[src/shared/alfm_pkg.sv]
// Package: types and constants for the layer-4 port and flag match stage
package alfm_pkg;

   // ---------------------------------------------------------------
   // Widths and encodings
   // ---------------------------------------------------------------
   localparam int PORT_W = 16;
   localparam int FLAG_N = 6;
   localparam logic [PORT_W-1:0] PORT_MAX = 16'hffff;

   // Flag bit positions in the flag vector
   localparam int FLG_FIN = 0;
   localparam int FLG_SYN = 1;
   localparam int FLG_RST = 2;
   localparam int FLG_PSH = 3;
   localparam int FLG_ACK = 4;
   localparam int FLG_URG = 5;

   // Port condition mode
   typedef enum logic [1:0] {
      ALFM_PM_ANY   = 2'h0,
      ALFM_PM_EXACT = 2'h1,
      ALFM_PM_RANGE = 2'h2
   } alfm_pmode_t;

   // Three-state flag condition
   typedef enum logic [1:0] {
      ALFM_FC_ANY   = 2'h0,
      ALFM_FC_CLEAR = 2'h1,
      ALFM_FC_SET   = 2'h2
   } alfm_fcond_t;

   // Entry protocol selection
   typedef enum logic [1:0] {
      ALFM_PR_OTHER = 2'h0,
      ALFM_PR_TCP   = 2'h1,
      ALFM_PR_UDP   = 2'h2
   } alfm_proto_t;

   // One port condition
   typedef struct packed {
      alfm_pmode_t mode;
      logic [PORT_W-1:0] lo;
      logic [PORT_W-1:0] hi;
   } alfm_pcond_t;

   // Whole filter_entry layer-4 setting
   typedef struct packed {
      alfm_proto_t proto;
      alfm_pcond_t src;
      alfm_pcond_t dst;
      alfm_fcond_t [FLAG_N-1:0] flag;
   } alfm_entry_t;

   // Parsed received frame header
   typedef struct packed {
      alfm_proto_t proto;
      logic [PORT_W-1:0] sport;
      logic [PORT_W-1:0] dport;
      logic [FLAG_N-1:0] flags;
   } alfm_frame_t;

endpackage : alfm_pkg

[src/rtl/alfm_port_cmp.sv]
// Port condition compare: don't-care, exact value or inclusive range
`timescale 1ns/1ps
module alfm_port_cmp (
   // Condition
   input wire alfm_pkg::alfm_pcond_t cond_i,
   // Frame port number
   input wire logic [alfm_pkg::PORT_W-1:0] port_i,
   // Result
   output logic match_o,
   output logic bad_cfg_o
);
   import alfm_pkg::*;

   // Mode decode; an unknown mode never matches
   always_comb begin
      bad_cfg_o = 1'b0;
      unique case (cond_i.mode)
         ALFM_PM_ANY: begin
            match_o = 1'b1;
         end
         ALFM_PM_EXACT: begin
            match_o = (port_i == cond_i.lo);
         end
         ALFM_PM_RANGE: begin
            // Both ends inclusive; inverted bounds match nothing
            match_o = (port_i >= cond_i.lo) && (port_i <= cond_i.hi);
            bad_cfg_o = (cond_i.lo > cond_i.hi);
         end
         default: begin
            match_o = 1'b0;
            bad_cfg_o = 1'b1;
         end
      endcase
   end
endmodule : alfm_port_cmp

[src/rtl/alfm_flag_cmp.sv]
// Three-state compare of one TCP header flag
`timescale 1ns/1ps
module alfm_flag_cmp (
   // Condition
   input wire alfm_pkg::alfm_fcond_t cond_i,
   // Frame flag
   input wire logic flag_i,
   // Result
   output logic match_o
);
   import alfm_pkg::*;

   // Clear rejects a set flag, set requires it, any ignores it
   always_comb begin
      unique case (cond_i)
         ALFM_FC_ANY: begin
            match_o = 1'b1;
         end
         ALFM_FC_CLEAR: begin
            match_o = ~flag_i;
         end
         ALFM_FC_SET: begin
            match_o = flag_i;
         end
         default: begin
            match_o = 1'b0;
         end
      endcase
   end
endmodule : alfm_flag_cmp

[src/rtl/alfm_matcher.sv]
// Layer-4 source/destination port and TCP flag match stage of one filter_entry
`timescale 1ns/1ps
// ---------------------------------------------------------------
// Behaviour
// Source-port condition has don't-care, exact and range modes.
// Exact source mode matches only a 16-bit equal source port.
// Range source mode matches source ports inside the bounds.
// Destination-port condition has don't-care, exact and range modes.
// Exact destination mode matches only an equal destination port.
// Range destination mode matches destination ports inside the bounds.
// FIN condition: clear rejects set flag, set requires it, any ignores.
// SYN condition: clear rejects set flag, set requires it, any ignores.
// RST condition: clear rejects set flag, set requires it, any ignores.
// PSH condition: clear rejects set flag, set requires it, any ignores.
// ACK condition: clear rejects set flag, set requires it, any ignores.
// URG condition: clear rejects set flag, set requires it, any ignores.
// Port and flag checks apply only when entry protocol is TCP or UDP.
// Range bounds are inclusive; lower bound must not exceed upper.
// Hit only when every condition holds; don't-care counts as true.
// ---------------------------------------------------------------
module alfm_matcher (
   // Clock and reset
   input wire logic clk_sys_i,
   input wire logic rst_b_i,
   // Entry setting from management
   input wire alfm_pkg::alfm_entry_t entry_i,
   // Parsed received frame
   input wire logic frm_valid_i,
   input wire alfm_pkg::alfm_frame_t frame_i,
   // Match result
   output logic res_valid_o,
   output logic hit_o,
   output logic cfg_err_o
);
   import alfm_pkg::*;

   // ---------------------------------------------------------------
   // Condition compares
   // ---------------------------------------------------------------
   logic src_ok;
   logic dst_ok;
   logic src_bad;
   logic dst_bad;
   logic [FLAG_N-1:0] flag_ok;
   logic proto_ok;
   logic l4_on;
   logic all_ok;

   // Compares run every cycle; frm_valid_i alone qualifies the result
   // Source port: any, exact or inclusive range
   alfm_port_cmp u_src_cmp (
      .cond_i(entry_i.src),
      .port_i(frame_i.sport),
      .match_o(src_ok),
      .bad_cfg_o(src_bad)
   );

   // Destination port: any, exact or inclusive range
   alfm_port_cmp u_dst_cmp (
      .cond_i(entry_i.dst),
      .port_i(frame_i.dport),
      .match_o(dst_ok),
      .bad_cfg_o(dst_bad)
   );

   // An undefined condition code fails its flag rather than passing it
   // One three-state compare per TCP flag
   genvar gi;
   generate
      for (gi = 0; gi < FLAG_N; gi++) begin : g_flag
         alfm_flag_cmp u_flag_cmp (
            .cond_i(entry_i.flag[gi]),
            .flag_i(frame_i.flags[gi]),
            .match_o(flag_ok[gi])
         );
      end
   endgenerate

   // Protocol gate and final AND of all conditions
   // A frame of the other layer-4 protocol never satisfies the entry
   always_comb begin
      l4_on = (entry_i.proto == ALFM_PR_TCP) || (entry_i.proto == ALFM_PR_UDP);
      proto_ok = (frame_i.proto == entry_i.proto);
      if (!l4_on) begin
         // Layer-4 conditions unused: this stage is transparent
         all_ok = 1'b1;
      end else if (entry_i.proto == ALFM_PR_TCP) begin
         all_ok = proto_ok && src_ok && dst_ok && (&flag_ok);
      end else begin
         // Flags exist only in TCP headers
         all_ok = proto_ok && src_ok && dst_ok;
      end
   end

   // ---------------------------------------------------------------
   // Result register
   // ---------------------------------------------------------------
   logic next_res_valid;
   logic next_hit;
   logic next_cfg_err;

   // Next result values
   // The error flag follows the entry every cycle, with or without frames
   always_comb begin
      next_res_valid = frm_valid_i;
      next_hit = frm_valid_i && all_ok;
      next_cfg_err = l4_on && (src_bad || dst_bad);
   end

   // Register result; one cycle latency
   // Reset clears the result so no stale hit leaves the stage
   always_ff @(posedge clk_sys_i) begin
      if (!rst_b_i) begin
         res_valid_o <= 1'b0;
         hit_o <= 1'b0;
         cfg_err_o <= 1'b0;
      end else begin
         res_valid_o <= next_res_valid;
         hit_o <= next_hit;
         cfg_err_o <= next_cfg_err;
      end
   end

   // Flag part of a match as the entry's protocol sees it
   logic chk_flags_pass;
   assign chk_flags_pass = (entry_i.proto == ALFM_PR_UDP) || (&flag_ok);
endmodule : alfm_matcher

[config.mk]
export PLATFORM = sky130hd
export DESIGN_NAME = alfm_matcher
export DESIGN_NICKNAME = d
export VERILOG_FILES = /design/src/shared/alfm_pkg.sv /design/src/rtl/alfm_port_cmp.sv /design/src/rtl/alfm_flag_cmp.sv /design/src/rtl/alfm_matcher.sv
export SDC_FILE = /design/constraint.sdc
export NUM_CORES = 1
export LEC_CHECK = 0
export BUFFER_PORTS_ARGS = -buffer_cell sky130_fd_sc_hd__buf_4
export CAP_MARGIN = 20
export CORE_MARGIN = 3
export CORE_UTILIZATION = 45
export CTS_BUF_LIST = sky130_fd_sc_hd__clkbuf_4
export DETAILED_ROUTE_END_ITERATION = 7
export PLACE_DENSITY = 0.79
export SETUP_SLACK_MARGIN = 0.4
export SYNTH_ARGS = -nofsm -noshare
export SYNTH_HDL_FRONTEND = slang
export SYNTH_SLANG_ARGS = --single-unit
[constraint.sdc]
create_clock -name clk_sys_i -period 5.2 [get_ports clk_sys_i]
set_input_delay 0.26 -clock clk_sys_i [delete_from_list [all_inputs] [get_ports clk_sys_i]]
set_output_delay 0.26 -clock clk_sys_i [all_outputs]
set_load 0.02 [all_outputs]
==> key figures <==
Outcome
  • Status: finished, final reports clean

Floorplan
  • Cell Rows: 26
  • Initial Utilization: 48.0%
  • Area of the core: 0.00530 mm2
  • Die Ht: 81.2 um
  • I/O pins: 128
  • Die outline area: 0.00659 mm2
  • Die X-Extent: 81.2 um

Finish
  • Area added between synthesis and finish: 42.1%
  • Final core occ: 68.2%
  • Final nets: 688
  • Final instance area: 0.00362 mm2
  • Antenna cells: 0
  • Commonest non-fill, non-tap cell in the layout: buf_4
  • Filler cell count: 479
  • Leading cell types in the layout, fill and taps excluded: buf_4 (127), ha_1 (97), inv_1 (68)
  • Share of cells above drive strength 1: 28.8%

Route
  • Initial DRT Pass Iterations: 4
  • DRC: 0
  • Iter 0 DRT Violations: 80
  • DR vias/cell: 5.41
  • Final wirelength: 7680 um
  • Vias: 2,896
  • Final ANT Viol Nets: 0
  • Routed WL per cell: 14.3 um

Power
  • Sw frac: 40.1%
  • Flop pwr share: 7.7%
  • Maximum VDD drop: 0.0000437 V
  • Pleak: 0.00209 uW
  • Power per Cell Area: 92.1 mW/mm2
  • Comb power frac: 78.4%
  • Internal: 200 uW
  • P_sw: 134 uW
  • Power share of the clock group: 13.9%

Hold path
  • Worst hold path endpoint: cfg_err_o
  • Worst Hold Class: in -> reg
  • HP Start: entry_i[44]
  • Hold Crit Depth: 2

Clock network
  • Htree depth: 1
  • Post-cts hold buffer count: 0
  • Postcts setup bufs: 0
  • Worst-case clock buffer depth: 2
  • Clock transition at the registers of the reported paths: 0.04 ns
  • Root Driver: clkbuf_4
  • TritonCTS clock tree: done
  • Clock sinks: 3
  • Number of buffers created by CTS: 3
  • PostCTS Resize Cnt: 0

Yosys
  • Mux contribution to synthesized area: 1.67%
  • XOR/XNOR Fraction of Synth Area: 0.688%
  • Largest family of logic cells by synthesized area: adder cells
  • Post-synthesis async set-or-reset flop share: 0%
  • Synth Instances: 334
  • Sequential area share after synthesis: 2.36%
  • Synth top area cells: ha_1 (48%), inv_1 (10%), a21oi_1 (7.3%)
  • Post-Synth Adder-Cell Area: 47.7%
  • Primary FF master, synth: dfxtp_1
  • Top cell type by total area after synthesis: ha_1
  • Synthesized area per cell: 7.62 um2
  • Seq cells post-synth: 3
  • Post-Syn Area: 0.00254 mm2
  • Synth Area in Compound Gates: 19.5%
  • Syn nets: 556
  • Post-synth top area share: 47.7%
  • Post-Synth Simple-Gate Area: 18.1%
  • Yosys cell types: 41
  • Post-synth EDFFs: 0
  • Synthesis warning total: 0

Critical path
  • Startpoint Class: input port
  • CP Capture Type: flip-flop
  • Crit Path Class: in -> reg
  • Max FO, Critical Path: 3
  • CP arrival: 2.52 ns
  • Crit path required time: 5.35 ns

Place
  • Dpl cell area: 0.00359 mm2
  • Final HPWL from detailed placement: 7160 um
  • GPL Wtd Cong: 0.925
  • Count of input and output buffers: 127

Global routing
  • First-pass GRT wire length: 12,400 um
  • Largest net degree at the start of global routing: 5
  • Gr usage total: 23.1%
  • Initial antenna violation count: 0
  • GRT overflow: 0
  • Number of global-route vias before repair: 2,877

Timing
  • Final setup vio count: 0
  • Relative slew slack: 72.4%
  • Unrepaired setup endpoints after global routing: no
  • Hold WS: 0.294 ns
  • Tmin final: 2.37 ns
  • Fmax: 422 MHz
  • Crit share post-route: 45.5%
  • Worst-Margin Slew: 0.404 ns
  • Final Hold Viols: 0
  • Max Slew Vio Count: 0
  • Setup TNS: 0 ns

Job
  • Max-Cap Viols: 0
==> layer usage <==
layer / wire (um) / part of all wire, % / GRT usage (%) / vias up
li1: - / - / - / 1501
met1: 3310 / 43 / 28.3 / 1292
met2: 3800 / 50 / 42.0 / 91
met3: 416 / 5.4 / 2.22 / 12
met4: 146 / 1.9 / 7.09 / 0
met5: 0 / 0 / 0 / -
==> cells in the mapped netlist (all sizes together) (2+ instances only) <==
cell type,count
a2111oi,2
o21ai,7
dfxtp,3
nand2,14
nor4b,2
or4,3
or2,2
o21a,3
inv,68
a211oi,4
nand2b,2
nor2b,8
mux2,2
nor2,5
xnor2,2
ha,97
a21o,8
mux2i,2
and4,3
o31ai,2
nand3,14
o211ai,5
a21oi,37
nand4,20
nor4,4
==> kinds of logic after synthesis <==
kind of cell | after synthesis
simple gates | 81
xor+xnor | 2
flops | 3
compound gates | 79
fa+ha+maj | 97
mux | 4
buf+inv | 68
==> critical path: stages <==
cell     delay [ns]
buf_4          0.09
inv_1          0.03
ha_1           0.30
nand4_1        0.13
or2_1          0.27
or4_1          0.49
a22o_1         0.24
or4_1          0.50
a22oi_1        0.21
==> how the worst max path moves through the flow <==
stage,start,endpoint,slack [ns],depth (start not counted)
global route,entry_i[76],hit_o,2.73,9
global placement,entry_i[76],hit_o,2.70,9
floorplan,entry_i[76],hit_o,2.88,8
CTS,entry_i[76],hit_o,2.84,9
finish,entry_i[76],hit_o,2.83,9
detailed placement,entry_i[76],hit_o,2.60,9
==> state kept, by name, summed over array words and instances (netlist names) <==
| name | count |
|---|---|
| cfg_err_o | 1 |
| hit_o | 1 |
| res_valid_o | 1 |
==> cell type report <==
cell class / count / area (um2) / share of cell area, %
Clock buffer: 4 / 30.0 / 0.830
Inverter: 68 / 255 / 7.06
Multi-Input combinational cell: 263 / 2230 / 61.7
Sequential cell: 3 / 60.1 / 1.66
Tap cell: 70 / 87.6 / 2.42
Timing Repair Buffer: 127 / 953 / 26.4
==> per-stage QoR <==
| step | power [uW] | cells | worst slack, ns |
|---|---|---|---|
| 6_report | 333 | 535 | 2.83 |
| 5_1_grt | 372 | 535 | 2.73 |
| 4_1_cts | 335 | 535 | 2.84 |
| 3_5_place_dp | 286 | 531 | 2.60 |
| 3_3_place_gp | 278 | 531 | 2.70 |
| 2_1_floorplan | 162 | 334 | 2.88 |
==> power by group through the flow <==
stage                     Sequential [uW]  Combinational [uW]  Clock (uW)
after global routing                 25.6                 298        48.2
after global placement               25.7                 252           0
after detailed placement             25.9                 260           0
final                                25.6                 261        46.5
after floorplan                      27.5                 134           0
after CTS                            25.5                 262        47.4
Note: power is estimated with default switching activity, not from simulation.
